File: config.mk
export PLATFORM = sky130hd
export DESIGN_NAME = ecpw_unit
export DESIGN_NICKNAME = d
export VERILOG_FILES = /design/src/pkg/ecpw_pkg.sv /design/src/ecpw_dead_band.sv /design/src/ecpw_unit.sv
export SDC_FILE = /design/constraint.sdc
export NUM_CORES = 1
export LEC_CHECK = 0
export ABC_CLOCK_PERIOD_IN_PS = 2900
export BUFFER_PORTS_ARGS = -buffer_cell sky130_fd_sc_hd__buf_2
export CORE_UTILIZATION = 36
export CTS_BUF_LIST = sky130_fd_sc_hd__clkbuf_8
export CTS_CLUSTER_DIAMETER = 100
export DETAILED_ROUTE_END_ITERATION = 6
export PLACE_DENSITY = 0.65
export SYNTH_ARGS = -nofsm -noshare
export SYNTH_HDL_FRONTEND = slang
export SYNTH_SLANG_ARGS = --single-unit
File: constraint.sdc
create_clock -name pclk -period 2.9 [get_ports pclk]
set_clock_uncertainty 0.1 [all_clocks]
set_input_delay 0.725 -clock pclk [delete_from_list [all_inputs] [get_ports pclk]]
set_output_delay 0.725 -clock pclk [all_outputs]
set_load 0.05 [all_outputs]
File: src/pkg/ecpw_pkg.sv
// Package with the register map, field positions and mode codes of the capture/compare/PWM unit.
package ecpw_pkg;
   // ----------------------------------------------------------------
   // Register byte offsets
   // ----------------------------------------------------------------
   localparam logic [7:0] OFS_CTRL = 8'h00;
   localparam logic [7:0] OFS_DUTY = 8'h04;
   localparam logic [7:0] OFS_CMP = 8'h08;
   localparam logic [7:0] OFS_PER = 8'h0C;
   localparam logic [7:0] OFS_PCTL = 8'h10;
   localparam logic [7:0] OFS_TMR = 8'h14;
   localparam logic [7:0] OFS_FLAG = 8'h18;
   localparam logic [7:0] OFS_IEN = 8'h1C;
   localparam logic [7:0] OFS_SDC = 8'h20;
   localparam logic [7:0] OFS_PCFG = 8'h24;
   localparam logic [7:0] OFS_MISC = 8'h28;
   localparam logic [7:0] OFS_CMP2 = 8'h2C;
   // ----------------------------------------------------------------
   // Field positions
   // ----------------------------------------------------------------
   localparam int STEER_LSB = 6;
   localparam int DUTYLO_LSB = 4;
   localparam int FLG_OVF = 0;
   localparam int FLG_CH = 1;
   localparam int PCTL_ON = 2;
   localparam int SDC_ACT = 7;
   localparam int SDC_SRC = 4;
   localparam int SDC_AC_LSB = 2;
   localparam int SDC_BD_LSB = 0;
   localparam int PCFG_RESTART = 7;
   localparam int MISC_TSEL = 0;
   localparam int MISC_ADCEN = 1;
   localparam int CMP2_MODE_LSB = 16;
   // ----------------------------------------------------------------
   // Reset values and timing
   // ----------------------------------------------------------------
   localparam logic [7:0] CTRL_RST = 8'h00;
   localparam logic [7:0] PER_RST = 8'hFF;
   localparam logic [15:0] TMR_RST = 16'h0000;
   localparam logic [15:0] TMR_MAX = 16'hFFFF;
   localparam int INSTR_CLKS = 4;
   // ----------------------------------------------------------------
   // Mode, steering and prescale codes
   // ----------------------------------------------------------------
   localparam logic [3:0] MODE_OFF = 4'h0;
   localparam logic [3:0] MODE_CMP_TOG = 4'h2;
   localparam logic [3:0] MODE_CAP_ANY = 4'h3;
   localparam logic [3:0] MODE_CAP_FALL = 4'h4;
   localparam logic [3:0] MODE_CAP_RISE = 4'h5;
   localparam logic [3:0] MODE_CAP_R4 = 4'h6;
   localparam logic [3:0] MODE_CAP_R16 = 4'h7;
   localparam logic [3:0] MODE_CMP_SET = 4'h8;
   localparam logic [3:0] MODE_CMP_CLR = 4'h9;
   localparam logic [3:0] MODE_CMP_SW = 4'hA;
   localparam logic [3:0] MODE_CMP_SPEC = 4'hB;
   localparam logic [1:0] STEER_SINGLE = 2'h0;
   localparam logic [1:0] STEER_FWD = 2'h1;
   localparam logic [1:0] STEER_HALF = 2'h2;
   localparam logic [1:0] STEER_REV = 2'h3;
   localparam logic [1:0] PRE_1 = 2'h0;
   localparam logic [1:0] PRE_4 = 2'h1;
endpackage : ecpw_pkg

File: src/ecpw_dead_band.sv
// Turn-on delay of one bridge output, counted in instruction cycles.
`timescale 1ns/100ps
module ecpw_dead_band
   import ecpw_pkg::*;
#(
   parameter int CNT_W = 7
) (
   // Clock and reset
   input wire logic pclk,
   input wire logic presetn,
   // Drive request and delay
   input wire logic req,
   input wire logic [CNT_W-1:0] delay,
   // Delayed drive
   output logic out_q
);
   logic [CNT_W-1:0] left_q;
   logic [1:0] sub_q;
   logic req_q;
   wire logic rise = req & ~req_q;
   wire logic instr = (sub_q == 2'(INSTR_CLKS - 1));

   always_ff @(posedge pclk or negedge presetn) begin
      if (!presetn) begin
         req_q <= 1'b0;
         sub_q <= 2'h0;
         left_q <= '0;
         out_q <= 1'b0;
      end else begin
         req_q <= req;
         sub_q <= rise ? 2'h0 : sub_q + 2'h1;
         if (!req) begin
            out_q <= 1'b0;
         end else if (rise) begin
            left_q <= delay;
            out_q <= (delay == '0);
         end else if (left_q != '0) begin
            if (instr) begin
               left_q <= left_q - 1'b1;
               out_q <= (left_q == 1'b1);
            end
         end else begin
            out_q <= 1'b1;
         end
      end
   end
endmodule : ecpw_dead_band

File: src/ecpw_unit.sv
// Capture/compare/PWM unit with event timer, period timer, steering and APB registers.
`timescale 1ns/100ps
module ecpw_unit
   import ecpw_pkg::*;
#(
   parameter int DB_W = 7
) (
   // Clock and reset
   input wire logic pclk,
   input wire logic presetn,
   // APB slave
   input wire logic psel,
   input wire logic penable,
   input wire logic pwrite,
   input wire logic [7:0] paddr,
   input wire logic [31:0] pwdata,
   output logic [31:0] prdata,
   output logic pready,
   output logic pslverr,
   // Time bases
   input wire logic event_tick,
   input wire logic [15:0] alt_timer_value,
   output logic alt_timer_clear,
   // Converter trigger and interrupt
   input wire logic adc_enabled,
   output logic adc_start,
   output logic irq,
   // Fault pin
   input wire logic fault_n_i,
   // Bridge pins
   input wire logic bridge_out_a_i,
   output logic bridge_out_a_o,
   output logic bridge_out_a_oe_n,
   output logic bridge_out_b_o,
   output logic bridge_out_b_oe_n,
   output logic bridge_out_c_o,
   output logic bridge_out_c_oe_n,
   output logic bridge_out_d_o,
   output logic bridge_out_d_oe_n
);
   // ----------------------------------------------------------------
   // Registers
   // ----------------------------------------------------------------
   logic [7:0] ctrl_q, duty_q, per_q, pcfg_q;
   logic [2:0] pctl_q;
   logic [15:0] cmp_q, cmp2_q, event_timer_q;
   logic [3:0] mode2_q;
   logic [1:0] flag_q, ien_q, misc_q;
   logic sd_flag_q, sd_src_q, sd_hold_q;
   logic [3:0] sd_state_q;
   logic [31:0] prdata_q;
   logic pready_q, pslverr_q, irq_q, adc_start_q, alt_clr_q;
   logic [1:0] qcyc_q;
   logic [3:0] pre_q, cap_cnt_q, pin_q, oe_n_q;
   logic [7:0] pwm_tmr_q;
   logic [9:0] dbuf_q;
   logic pwm_raw_q, cmp_pin_q, eq_q, eq2_q;
   logic cap_s1_q, cap_s2_q, cap_s3_q, flt_s1_q, flt_s2_q;

   // ----------------------------------------------------------------
   // Bus decode
   // ----------------------------------------------------------------
   wire logic setup = psel & ~penable;
   wire logic wr = psel & penable & pready_q & pwrite;
   wire logic wr_ctrl = wr & (paddr == OFS_CTRL);
   wire logic wr_tmr = wr & (paddr == OFS_TMR);
   wire logic wr_flag = wr & (paddr == OFS_FLAG);
   wire logic wr_sdc = wr & (paddr == OFS_SDC);
   wire logic [3:0] mode = ctrl_q[3:0];
   wire logic [1:0] steer = ctrl_q[STEER_LSB+1:STEER_LSB];
   wire logic [9:0] duty_prog = {duty_q, ctrl_q[DUTYLO_LSB+1:DUTYLO_LSB]};
   wire logic pwm_mode = (mode[3:2] == 2'b11);
   wire logic cap_mode = (mode >= MODE_CAP_ANY) && (mode <= MODE_CAP_R16);
   wire logic cmp_mode = (mode == MODE_CMP_TOG) || (mode[3:2] == 2'b10);
   wire logic tsel = misc_q[MISC_TSEL];
   wire logic [15:0] sel_tmr = tsel ? alt_timer_value : event_timer_q;
   logic [31:0] rdata;
   logic hit;

   always_comb begin
      rdata = 32'h0;
      hit = 1'b1;
      case (paddr)
         OFS_CTRL: rdata = {24'h0, ctrl_q};
         OFS_DUTY: rdata = {24'h0, duty_q};
         OFS_CMP: rdata = {16'h0, cmp_q};
         OFS_PER: rdata = {24'h0, per_q};
         OFS_PCTL: rdata = {29'h0, pctl_q};
         OFS_TMR: rdata = {16'h0, event_timer_q};
         OFS_FLAG: rdata = {30'h0, flag_q};
         OFS_IEN: rdata = {30'h0, ien_q};
         OFS_SDC: rdata = {24'h0, sd_flag_q, 2'h0, sd_src_q, sd_state_q};
         OFS_PCFG: rdata = {24'h0, pcfg_q};
         OFS_MISC: rdata = {30'h0, misc_q};
         OFS_CMP2: rdata = {12'h0, mode2_q, cmp2_q};
         default: hit = 1'b0;
      endcase
   end

   // ----------------------------------------------------------------
   // Capture and compare
   // ----------------------------------------------------------------
   wire logic rise = cap_s2_q & ~cap_s3_q;
   wire logic fall = ~cap_s2_q & cap_s3_q;
   logic cap_evt;
   always_comb begin
      case (mode)
         MODE_CAP_ANY: cap_evt = rise | fall;
         MODE_CAP_FALL: cap_evt = fall;
         MODE_CAP_RISE: cap_evt = rise;
         MODE_CAP_R4: cap_evt = rise & (cap_cnt_q[1:0] == 2'h3);
         MODE_CAP_R16: cap_evt = rise & (cap_cnt_q == 4'hF);
         default: cap_evt = 1'b0;
      endcase
   end
   wire logic eq = (sel_tmr == cmp_q);
   wire logic cmp_hit = cmp_mode & eq & ~eq_q;
   wire logic enh_spec = cmp_hit & (mode == MODE_CMP_SPEC);
   wire logic eq2 = (event_timer_q == cmp2_q);
   wire logic sec_spec = (mode2_q == MODE_CMP_SPEC) & eq2 & ~eq2_q;
   wire logic tmr_clr = (enh_spec & ~tsel) | sec_spec;
   wire logic wrap = event_tick & ~wr_tmr & ~tmr_clr & (event_timer_q == TMR_MAX);

   // ----------------------------------------------------------------
   // Period timer and duty
   // ----------------------------------------------------------------
   wire logic instr = (qcyc_q == 2'(INSTR_CLKS - 1));
   wire logic [1:0] pre_sel = pctl_q[1:0];
   wire logic ptick = pctl_q[PCTL_ON] & instr & ((pre_sel == PRE_1)
      | ((pre_sel == PRE_4) & (pre_q[1:0] == 2'h3)) | (pre_sel[1] & (pre_q == 4'hF)));
   wire logic [1:0] low2 = (pre_sel == PRE_1) ? qcyc_q
      : ((pre_sel == PRE_4) ? pre_q[1:0] : pre_q[3:2]);
   wire logic pwr = ptick & (pwm_tmr_q == per_q);
   wire logic [9:0] pwm_cnt = {pwm_tmr_q, low2};
   wire logic sd_cause = sd_src_q & ~flt_s2_q;
   wire logic shut = sd_flag_q | sd_hold_q;

   // ----------------------------------------------------------------
   // Steering
   // ----------------------------------------------------------------
   logic db_a, db_b;
   ecpw_dead_band #(.CNT_W(DB_W)) u_db_a (
      .pclk(pclk),
      .presetn(presetn),
      .req(pwm_raw_q),
      .delay((steer == STEER_HALF) ? pcfg_q[DB_W-1:0] : '0),
      .out_q(db_a)
   );
   ecpw_dead_band #(.CNT_W(DB_W)) u_db_b (
      .pclk(pclk),
      .presetn(presetn),
      .req(~pwm_raw_q & pwm_mode),
      .delay(pcfg_q[DB_W-1:0]),
      .out_q(db_b)
   );
   logic [3:0] act, drv;
   always_comb begin
      act = 4'h0;
      drv = 4'h0;
      case (steer)
         STEER_SINGLE: begin
            act = {3'b000, db_a};
            drv = 4'b0001;
         end
         STEER_FWD: begin
            act = {db_a, 3'b001};
            drv = 4'b1111;
         end
         STEER_HALF: begin
            act = {2'b00, db_b, db_a};
            drv = 4'b0011;
         end
         STEER_REV: begin
            act = {2'b01, db_a, 1'b0};
            drv = 4'b1111;
         end
         default: drv = 4'h0;
      endcase
   end
   wire logic [3:0] pol = {mode[0], mode[1], mode[0], mode[1]};
   wire logic [1:0] sac = sd_state_q[SDC_AC_LSB+1:SDC_AC_LSB];
   wire logic [1:0] sbd = sd_state_q[SDC_BD_LSB+1:SDC_BD_LSB];
   wire logic [3:0] sd_lvl = {sbd[0], sac[0], sbd[0], sac[0]};
   wire logic [3:0] sd_drv = {~sbd[1], ~sac[1], ~sbd[1], ~sac[1]};
   wire logic a_cmp_drv = cmp_mode & (mode != MODE_CMP_SW);
   wire logic [3:0] pin_d = pwm_mode ? (shut ? sd_lvl : act ^ pol) : {3'b000, cmp_pin_q};
   wire logic [3:0] drv_d = pwm_mode ? (shut ? (drv & sd_drv) : drv)
      : {3'b000, a_cmp_drv};

   // ----------------------------------------------------------------
   // Sequential logic
   // ----------------------------------------------------------------
   always_ff @(posedge pclk or negedge presetn) begin
      if (!presetn) begin
         {cap_s1_q, cap_s2_q, cap_s3_q} <= 3'b000;
         {flt_s1_q, flt_s2_q} <= 2'b11;
         {prdata_q, pready_q, pslverr_q} <= '0;
         {irq_q, adc_start_q, alt_clr_q} <= 3'b000;
      end else begin
         cap_s1_q <= bridge_out_a_i;
         cap_s2_q <= cap_s1_q;
         cap_s3_q <= cap_s2_q;
         flt_s1_q <= fault_n_i;
         flt_s2_q <= flt_s1_q;
         pready_q <= setup;
         pslverr_q <= setup & ~hit;
         prdata_q <= setup ? rdata : 32'h0;
         irq_q <= |(flag_q & ien_q);
         adc_start_q <= sec_spec & adc_enabled;
         alt_clr_q <= enh_spec & tsel;
      end
   end

   always_ff @(posedge pclk or negedge presetn) begin
      if (!presetn) begin
         {ctrl_q, duty_q, pcfg_q} <= {CTRL_RST, 16'h0};
         per_q <= PER_RST;
         {pctl_q, misc_q, ien_q, mode2_q} <= '0;
         {cmp_q, cmp2_q} <= '0;
         {sd_src_q, sd_state_q} <= '0;
      end else if (wr) begin
         case (paddr)
            OFS_CTRL: ctrl_q <= pwdata[7:0];
            OFS_DUTY: duty_q <= pwdata[7:0];
            OFS_PER: per_q <= pwdata[7:0];
            OFS_PCTL: pctl_q <= pwdata[2:0];
            OFS_IEN: ien_q <= pwdata[1:0];
            OFS_SDC: {sd_src_q, sd_state_q} <= {pwdata[SDC_SRC], pwdata[3:0]};
            OFS_PCFG: pcfg_q <= pwdata[7:0];
            OFS_MISC: misc_q <= pwdata[1:0];
            OFS_CMP2: {mode2_q, cmp2_q} <= pwdata[CMP2_MODE_LSB+3:0];
            default: ;
         endcase
         if (paddr == OFS_CMP) begin
            cmp_q <= pwdata[15:0];
         end
      end else if (cap_evt) begin
         cmp_q <= sel_tmr;
      end
   end

   always_ff @(posedge pclk or negedge presetn) begin
      if (!presetn) begin
         event_timer_q <= TMR_RST;
         flag_q <= 2'h0;
         {eq_q, eq2_q, cmp_pin_q} <= 3'b000;
         cap_cnt_q <= 4'h0;
      end else begin
         if (wr_tmr) begin
            event_timer_q <= pwdata[15:0];
         end else if (tmr_clr) begin
            event_timer_q <= TMR_RST;
         end else if (event_tick) begin
            event_timer_q <= event_timer_q + 16'h1;
         end
         flag_q[FLG_OVF] <= wrap | (flag_q[FLG_OVF] & ~(wr_flag & pwdata[FLG_OVF]));
         flag_q[FLG_CH] <= cap_evt | cmp_hit
            | (flag_q[FLG_CH] & ~(wr_flag & pwdata[FLG_CH]));
         eq_q <= eq;
         eq2_q <= eq2;
         cap_cnt_q <= wr_ctrl ? 4'h0 : cap_cnt_q + {3'b000, rise & cap_mode};
         if (wr_ctrl) begin
            cmp_pin_q <= (pwdata[3:0] == MODE_CMP_CLR);
         end else if (cmp_hit) begin
            case (mode)
               MODE_CMP_TOG: cmp_pin_q <= ~cmp_pin_q;
               MODE_CMP_SET: cmp_pin_q <= 1'b1;
               MODE_CMP_CLR: cmp_pin_q <= 1'b0;
               default: cmp_pin_q <= cmp_pin_q;
            endcase
         end
      end
   end

   // Compare runs on the instruction clock, the low duty bits on the quarter phase at prescale 1 and on the prescaler bits otherwise.
   always_ff @(posedge pclk or negedge presetn) begin
      if (!presetn) begin
         {qcyc_q, pre_q, pwm_tmr_q, dbuf_q, pwm_raw_q} <= '0;
         {sd_flag_q, sd_hold_q} <= 2'b00;
         {pin_q, oe_n_q} <= {4'h0, 4'hF};
      end else begin
         qcyc_q <= qcyc_q + 2'h1;
         if (pctl_q[PCTL_ON] & instr) begin
            pre_q <= pre_q + 4'h1;
         end
         if (pwr) begin
            pwm_tmr_q <= 8'h0;
         end else if (ptick) begin
            pwm_tmr_q <= pwm_tmr_q + 8'h1;
         end
         if (!pwm_mode) begin
            pwm_raw_q <= 1'b0;
         end else if (pwr) begin
            dbuf_q <= duty_prog;
            pwm_raw_q <= (duty_prog != 10'h0);
         end else if (pwm_cnt == dbuf_q) begin
            pwm_raw_q <= 1'b0;
         end
         // In a PWM mode, software may not clear the flag while the fault is still present.
         if (sd_cause & pwm_mode) begin
            sd_flag_q <= 1'b1;
         end else if (pcfg_q[PCFG_RESTART]) begin
            sd_flag_q <= 1'b0;
         end else if (wr_sdc) begin
            sd_flag_q <= pwdata[SDC_ACT];
         end
         if (pwr) begin
            sd_hold_q <= sd_flag_q;
         end
         pin_q <= pin_d;
         oe_n_q <= ~drv_d;
      end
   end

   assign prdata = prdata_q;
   assign pready = pready_q;
   assign pslverr = pslverr_q;
   assign irq = irq_q;
   assign adc_start = adc_start_q;
   assign alt_timer_clear = alt_clr_q;
   assign {bridge_out_d_o, bridge_out_c_o, bridge_out_b_o, bridge_out_a_o} = pin_q;
   assign {bridge_out_d_oe_n, bridge_out_c_oe_n, bridge_out_b_oe_n, bridge_out_a_oe_n} = oe_n_q;
endmodule : ecpw_unit

; ---- Yosys cells after proc, flatten, opt, wreduce, memory -nomap -nowiden
; Cells that the tools add are included.
[op_classes]
n_addsub = 9
n_mux = 48
n_bitwise = 70
n_eq_ne = 47
n_reduce_logical = 37
n_lt_le_gt_ge = 2
[ops]
columns = op, n
row1 = case mux 20 bit (12 select lines), 1
row2 = 2-to-1 mux 16 bit, 7
row3 = 2-to-1 mux 7 bit, 7
row4 = bitwise AND 1 bit, 40
row5 = == test 16 bit, 2
row6 = == test 8 x 5 -> 1 bit (second input constant), 4
row7 = == test 8 x 6 -> 1 bit (second input constant), 4
row8 = 2-to-1 mux 32 bit, 1
row9 = == test 4 bit (second input constant), 7
row10 = AND reduction 2 bit, 12
row11 = 2-to-1 mux 4 bit, 5
row12 = == test 2 bit (second input constant), 9
row13 = NOT 1 bit, 18
row14 = 2-to-1 mux 1 bit, 17
row15 = adder 16 x 1 -> 16 bit (second input constant), 1
row16 = == test 16 bit (second input constant), 1
row17 = == test 4 x 3 -> 1 bit (second input constant), 4
row18 = == test 8 x 4 -> 1 bit (second input constant), 2
row19 = 2-to-1 mux 8 bit, 2
row20 = case mux 4 bit (4 select lines), 1
row21 = == test 7 x 1 -> 1 bit (second input constant), 2
row22 = logical NOT 7 bit, 2
row23 = nonzero test 2 bit, 7
row24 = nonzero test 7 bit, 2
row25 = 35 further kinds, 55
[totals]
in_bits = 65
elab_cells = 259
output_inout_bits = 45
reg_bits = 204

; ---- Depth between registers and ports, before layout
; Gate-level depths: netlist (run 1).
[depth]
depth_word = 11
mapped_depth = 10
ltp_nobuf = 9

; ---- Cells and area by module
; A second synthesis (run 1) with hierarchy kept.
[hier_totals]
hier_cells = 1000
hier_area_um2 = 10274.9
[by_module_without_submodules]
columns = mod, area_per_inst_um2, cells_each, n_inst, seq_area_each_um2
row1 = ecpw_unit, 8866.0, 850, 1, 4271.6
row2 = ecpw_dead_band, 704.4, 75, 2, 275.3

; ---- Worst setup path after synthesis (run 1)
; Ideal clock, no wire load.
[synth_timing]
path_type = input -> register
from = input port alt_timer_value[10]
to = register event_timer_q[6]
path_buffers = 1
cell_stages = 8
arrival_time_ns = 2.367
slack_ns = 0.316
setup_ns = 0.118
required_time_ns = 2.682
cell_sequence = mux2i_1 xnor2_1 nor4_1 nand4_1 o41ai_4 buf_6 a2bb2oi_2 nor2_1
[synth_between]
elab_chain_cells = 9
elab_cells_between_ends = 10
classes_between = 1 x eq/ne / 3 x mux / 5 x bitwise / 1 x reduce/logical
[synth_lines]
columns = element, line
row1 = start: declaration, ecpw_unit.sv:22  ; input wire logic [15:0] alt_timer_value,
row2 = 2-to-1 mux 16 bit *, ecpw_unit.sv:76  ; wire logic [15:0] sel_tmr = tsel ? alt_timer_value : event_timer_q;
row3 = == test 16 bit *, ecpw_unit.sv:116  ; wire logic eq = (sel_tmr == cmp_q);
row4 = bitwise AND 1 bit * (2 in series), ecpw_unit.sv:117  ; wire logic cmp_hit = cmp_mode & eq & ~eq_q;
row5 = bitwise AND 1 bit *, ecpw_unit.sv:118  ; wire logic enh_spec = cmp_hit & (mode == MODE_CMP_SPEC);
row6 = bitwise AND 1 bit *, ecpw_unit.sv:121  ; wire logic tmr_clr = (enh_spec & ~tsel) | sec_spec;
row7 = bitwise OR 1 bit *, ecpw_unit.sv:121
row8 = 2-to-1 mux 16 bit, ecpw_unit.sv:251  ; end else if (tmr_clr) begin
row9 = 2-to-1 mux 16 bit, ecpw_unit.sv:249  ; if (wr_tmr) begin
row10 = end signal: assignment, ecpw_unit.sv:250  ; event_timer_q <= pwdata[15:0];
row11 = end signal: assignment, ecpw_unit.sv:254  ; event_timer_q <= event_timer_q + 16'h1;
row12 = end: declaration, ecpw_unit.sv:46  ; logic [15:0] cmp_q, cmp2_q, event_timer_q;
; Every way passes the cells marked *; elsewhere a longest branch is shown, timed or not.
; A chain may end at the register's enable or synchronous reset.

; ---- Final worst setup path (run 1)
[layout_timing]
from = register misc_q[0]
to = register event_timer_q[6]
[layout_between]
elab_chain_cells = 9
elab_cells_between_ends = 11
classes_between = 1 x eq/ne / 3 x mux / 6 x bitwise / 1 x reduce/logical
[layout_lines]
columns = element, line
row1 = start: declaration, ecpw_unit.sv:48  ; logic [1:0] flag_q, ien_q, misc_q;
row2 = start signal: assignment, ecpw_unit.sv:230  ; OFS_MISC: misc_q <= pwdata[1:0];
row3 = 2-to-1 mux 16 bit, ecpw_unit.sv:76
row4 = == test 16 bit, ecpw_unit.sv:116
row5 = bitwise AND 1 bit (2 in series), ecpw_unit.sv:117
row6 = bitwise AND 1 bit, ecpw_unit.sv:118
row7 = bitwise AND 1 bit *, ecpw_unit.sv:121
row8 = bitwise OR 1 bit *, ecpw_unit.sv:121
row9 = 2-to-1 mux 16 bit, ecpw_unit.sv:251
row10 = 2-to-1 mux 16 bit, ecpw_unit.sv:249
; Marks and branches as above.

==> results of run 1 <==
-- cell families after synthesis --
group	count (synthesis)	share of synthesized area (%)
other	1	0.0384
buffers and inverters	73	3.46
adder cells (fa/ha/maj)	16	2.05
AO/OA/AOI/OAI	212	14.3
XOR/XNOR	68	6.10
multiplexers	91	10.2
flip-flops	192	49.4
AND/OR/NAND/NOR	304	14.5
-- flip-flops by register name, summed over array words and instances, names as in the netlist, 3 cells and up --
register and cells:
prdata 20, cmp2_q 16, cmp_q 16, event_timer_q 16, dbuf_q 10, ctrl_q 8
duty_q 8, pcfg_q 8, per_q 8, pwm_tmr_q 8, u_db_a.left_q 7, u_db_b.left_q 7
cap_cnt_q 4, mode2_q 4, oe_n_q 4, pin_q 4, pre_q 4, sd_state_q 4
pctl_q 3
-- through the flow --
stage / utilization (%) / cell area, µm² / hold slack, ns
6_report: 42.5 / 11200 / 0.0954
5_1_grt: 42.5 / 11200 / 0.109
4_1_cts: 42.5 / 11200 / 0.101
3_5_place_dp: 41.0 / 10800 / 0.236
3_3_place_gp: 41.0 / 10800 / 0.236
2_1_floorplan: - / 9810 / 0.231
-- worst max-delay path, cell delays in order, from the launching register on --
cell and delay, ns:
dfrtp_1 0.40, buf_12 0.19, mux2i_1 0.29, xnor2_1 0.10
nor4_1 0.43, nand4_1 0.25, o41ai_4 0.45, buf_12 0.20
a2bb2oi_2 0.14, nor2_1 0.06
-- cell usage in the layout (no fill, tap or decap), types with 11 or more instances in the layout --
cell type and count:
dfrtp_1 178, nand2_1 106, buf_2 84, nor2_1 81, a21oi_1 74, mux2_2 70
xnor2_1 47, buf_4 41, o21ai_0 39, a22oi_1 23, nand3_1 21, xor2_1 21
mux2i_1 21, clkbuf_8 20, inv_1 18, ha_1 16, nand4_1 15, dfstp_2 14
nor3_1 13, a222oi_1 12, conb_1 12, and2_1 11, and3_1 11
-- cell type report --
class                   count  area (µm²)  area share, %
clock inverters            13         129           1.15
multi-input cells         703        4660           41.6
clock buffers              19         262           2.33
inverters                  17        63.8          0.570
well taps                 335         419           3.74
flip-flops and latches    192        4820           43.1
repair buffers            131         842           7.52
-- where the power goes --
part	internal, W	switching (W)	total (W)
logic	0.000322	0.000499	0.000822
clock network	0.000747	0.00102	0.00176
registers	0.00275	0.0000785	0.00283
total	0.00382	0.00159	0.00542
-- per-layer routing --
layer,vias up,share of wire [%]
li1,3636,-
met1,3879,46
met2,312,45
met3,33,7.6
met4,0,1.7
met5,-,0
-- path summary, 6_finish.rpt --
kind / start / to / cells after the start / slack (ns)
worst max-delay path: misc_q[0] / event_timer_q[6] / 9 / 0.17
max in group asynchronous: presetn / qcyc_q[1] / 2 / 1.87
worst max register to register: misc_q[0] / event_timer_q[6] / 9 / 0.17
worst min register to register: cap_s1_q / cap_s2_q / 0 / 0.25
worst min-delay path: presetn / cap_cnt_q[1] / 1 / 0.1
min in group pclk: fault_n_i / flt_s1_q / 1 / 0.25
-- timing repair --
action | CTS | global route
resized for setup | 0 | 1
setup endpoints to repair | 0 | 12
buffers inserted | 0 | 0
==> flow_summary.json, run 1 <==
{
  "cts_num_sinks": 192,
  "max_clock_freq_mhz": 366,
  "core-area_mm2": 0.0264,
  "top_usage_layer": "met2",
  "relSlewSlack_pct": 54.4,
  "total_power_w": 0.00542,
  "syn_inst": 957,
  "violations": "DRC",
  "use_met3_pct": 3.94,
  "maxCapViolCount": 0,
  "p_leak_nw": 5.27,
  "setup_viol": 0,
  "ys_ff_latch": 192,
  "grt_pass1_wl_um": 43000,
  "met1_usage_pct": 28.8,
  "clk_pin_slew_worst_paths_ns": 0.10,
  "synth_edf_count": 0,
  "irDropWorstVdd_mv": 0.281,
  "finalNonFillerCells": 1410,
  "start_kind": "flip-flop",
  "period_share_pct": 94.3,
  "detail-route-antenna-nets": 0,
  "slew_viol_final": 0,
  "layout.nets": 1143,
  "worstSetupPathType": "reg2reg",
  "die_x_um": 167,
  "ys_types": 57,
  "via_count": 7860,
  "wl_um": 27100,
  "clock_path_buffers": 2,
  "tns_ns": 0,
  "dr.first_iter.drc_count": 803,
  "dp_slack_ns": 0.00703,
  "required_ns": 3.17,
  "syn2layout_area_growth_pct": 14.6,
  "netlist.area_leader.share_pct": 45.6,
  "grt_use_total_pct": 19.9,
  "yosysSeqAreaShare_pct": 49.4,
  "die_y_um": 167,
  "root_buffer": "clkbuf_8",
  "setup.worst_path.end_class": "flip-flop",
  "antenna_found_initial": 0,
  "rows": 59,
  "worstPathArrival_ns": 3.00,
  "drt_first_pass_iters": 7,
  "status": "finished, violations left",
  "ys_dominant_reg_cell": "dfrtp_1",
  "worst_slack_ns": 0.167,
  "fillCellCount": 2510,
  "drc_errors": 3,
  "yosys-top-cells-area": "dfrtp_1 (46%), mux2_2 (8.1%), xnor2_1 (4.2%)",
  "io_pins": 110,
  "worst-path-max-fanout": 17,
  "insertedDiodeCount": 0,
  "dp_hpwl_um": 19600,
  "placedCellCount": 1378,
  "hold_viol": 0,
  "hold_path.class": "in2async",
  "ys_async_sr_fraction_pct": 100,
  "syn_area_per_cell_um2": 10.2,
  "cts.hold.buffers_added": 0,
  "initial_utilization_pct": 37.1,
  "drt-vias-per-instance": 5.57,
  "overflow": 0,
  "gp_congestion": 0.890,
  "pwr_density_cell_mw_per_mm2": 484,
  "cts_buffers": 17,
  "synth_area_leader_cell": "dfrtp_1",
  "grt_pass1_vias": 7570,
  "grt_max_degree": 56,
  "clock_latency_ns": 0.48,
  "yosys_warnings": 0,
  "cts_tree": "yes",
  "rsz0062_at_grt": "no",
  "met2_usage_pct": 30.3,
  "period_minus_slack_ns": 2.73,
  "worst_pin_slew_ns": 0.675,
  "dieArea_mm2": 0.0278,
  "ys_top_cells_by_count": "dfrtp_1 (178), nand2_1 (106), nor2_1 (81)",
  "synth_most_common_cell": "dfrtp_1",
  "drive_above_1_share_pct": 24.2,
  "netlist_area_mm2": 0.00977,
  "htreeDepth": 4,
  "port_buffers": 85,
  "wire_per_inst_um": 19.2
}
Power figures use the tool's default switching activity.
==> inputs of run 2 (changes only) <==
CORE_ASPECT_RATIO = 1.75   (was not set)
==> run 2 against run 1 <==
  * Register-to-register slack is essentially flat
  * First-iteration DRC count shrank 26%
  * Wire length grew 4.4%
  * Worst hold slack gained 0.0012 ns
  * Via count grew 1.0%
  * Global-route usage grew 1.6 points
  * Clock-buffer cell count grew 1
  * Final cell count is essentially flat
  * Critical path type unchanged
  * The flow now finishes without violations
  * Critical path depth grew 2
  * Design area grew 1.4%
  * Fmax shrank 0.53%
==> flow_summary.json, run 2 (same netlist as run 1, synthesis figures left out) <==
{
  "drt-vias-per-instance": 5.63,
  "cts-resized-gates": 0,
  "grt_pass1_wl_um": 45000,
  "cts_buffers": 17,
  "slew_viol_final": 0,
  "postCtsSetupRepairBufs": 0,
  "grt_use_total_pct": 21.5,
  "dp_hpwl_um": 21200,
  "finalNonFillerCells": 1411,
  "overflow": 0,
  "relSlewSlack_pct": 57.4,
  "pwr-share-clk_pct": 34.8,
  "period_minus_slack_ns": 2.75,
  "required_ns": 3.19,
  "die_y_um": 220,
  "start_kind": "flip-flop",
  "swShare_pct": 27.6,
  "detail-route-antenna-nets": 0,
  "io_pins": 110,
  "power_frac_comb_pct": 15.2,
  "total_power_w": 0.00568,
  "fillCellCount": 2524,
  "hold_viol": 0,
  "drt_first_pass_iters": 5,
  "p_leak_nw": 5.37,
  "setup.worst_path.end_class": "flip-flop",
  "pwr_density_cell_mw_per_mm2": 500,
  "syn2layout_area_growth_pct": 16.3,
  "layout_common_cells": "dfrtp_1 (178), nand2_1 (106), buf_2 (84)",
  "setup_viol": 0,
  "grt_max_degree": 58,
  "initial_utilization_pct": 36.7,
  "mostFrequentLayoutCell": "dfrtp_1",
  "irDropWorstVdd_mv": 0.299,
  "clock_path_buffers": 2,
  "htreeDepth": 4,
  "status": "finished clean",
  "tns_ns": 0,
  "die_x_um": 127,
  "antenna_found_initial": 1,
  "maxCapViolCount": 0,
  "largest_reg_flops": 20,
  "wl_um": 28300,
  "worstSetupPathType": "reg2reg",
  "rows": 79,
  "worstPathArrival_ns": 3.04,
  "p_switching_w": 0.00157,
  "layout.nets": 1154,
  "dieArea_mm2": 0.0278,
  "max_clock_freq_mhz": 364,
  "drive_above_1_share_pct": 25.4,
  "root_buffer": "clkbuf_8",
  "core-area_mm2": 0.0266,
  "cts_tree": "yes",
  "hold_path.class": "in2async",
  "cts.hold.buffers_added": 0,
  "grt_pass1_vias": 8049,
  "clock_latency_ns": 0.49,
  "placedCellCount": 1378,
  "clk_pin_slew_worst_paths_ns": 0.10,
  "cts_num_sinks": 192,
  "via_count": 7942,
  "drc_errors": 0,
  "period_share_pct": 94.8,
  "worst_pin_slew_ns": 0.639,
  "port_buffers": 85,
  "worst-path-max-fanout": 17,
  "gp_congestion": 0.901,
  "wire_per_inst_um": 20.0,
  "dr.first_iter.drc_count": 595,
  "seq_power_share_pct": 50.0,
  "p_int_w": 0.00412
}
run 2: cell types whose count changed in the layout (fill, tap and decap cells not counted), moves of 2 or more:
cell       before  now
buf_4          41   51
bufinv_16       1    4
inv_6           4    2
inv_8           2    0
mux2i_2         0    4
clkinv_2        1    3
mux2i_1        21   17
run 2: through the flow:
stage	area (µm²)	hold WS (ns)	utilization [%]	setup WS [ns]
after floorplan	9810	0.231	-	0.316
after global placement	10900	0.233	40.9	0.0489
after detailed placement	10900	0.245	40.9	-0.00980
after CTS	11300	0.119	42.6	0.148
after global routing	11400	0.117	42.7	-0.0133
final	11400	0.0966	42.7	0.152
run 2: area by class of cell:
type | instances | area, µm² | area share, %
Tap cell | 324 | 405 | 3.57
Clock buffer | 20 | 275 | 2.42
Clock inverter | 12 | 178 | 1.56
Antenna cell | 1 | 2.50 | 0.0220
Sequential cell | 192 | 4820 | 42.4
Inverter | 17 | 63.8 | 0.562
Multi-Input combinational cell | 703 | 4680 | 41.2
Timing Repair Buffer | 142 | 937 | 8.25
run 2: critical path, cell delays in order (launching register included):
cell       delay [ns]
dfrtp_1          0.40
buf_12           0.20
mux2i_2          0.29
xnor2_1          0.10
nor4_1           0.29
buf_4            0.18
nand4_1          0.11
buf_4            0.18
o41ai_4          0.38
buf_12           0.20
a2bb2oi_2        0.14
nor2_1           0.05
run 2: final timing paths:
kind                           start               end  cells past startpoint  slack, ns
max in group asynchronous    presetn          per_q[1]                      2       1.87
max reg2reg                misc_q[0]  event_timer_q[6]                     11       0.15
min                          presetn          pin_q[0]                      1        0.1
min reg2reg                 flt_s1_q          flt_s2_q                      0       0.26
max                        misc_q[0]  event_timer_q[6]                     11       0.15
min in group pclk          fault_n_i          flt_s1_q                      1       0.24
run 2: power groups by stage:
stage | clock [W] | sequential (W) | combinational (W)
after floorplan | 0 | 0.00287 | 0.000474
after global routing | 0.00212 | 0.00285 | 0.000938
after CTS | 0.00202 | 0.00284 | 0.000846
after global placement | 0 | 0.00289 | 0.000835
final | 0.00198 | 0.00284 | 0.000864
after detailed placement | 0 | 0.00289 | 0.000842
run 2: layer usage:
| metal | up-vias | track usage, % | routed length [µm] |
|---|---|---|---|
| li1 | 3644 | - | - |
| met1 | 3932 | 23.6 | 10900 |
| met2 | 281 | 38.6 | 14600 |
| met3 | 85 | 3.84 | 1300 |
| met4 | 0 | 12.6 | 1440 |
| met5 | - | 0 | 0 |
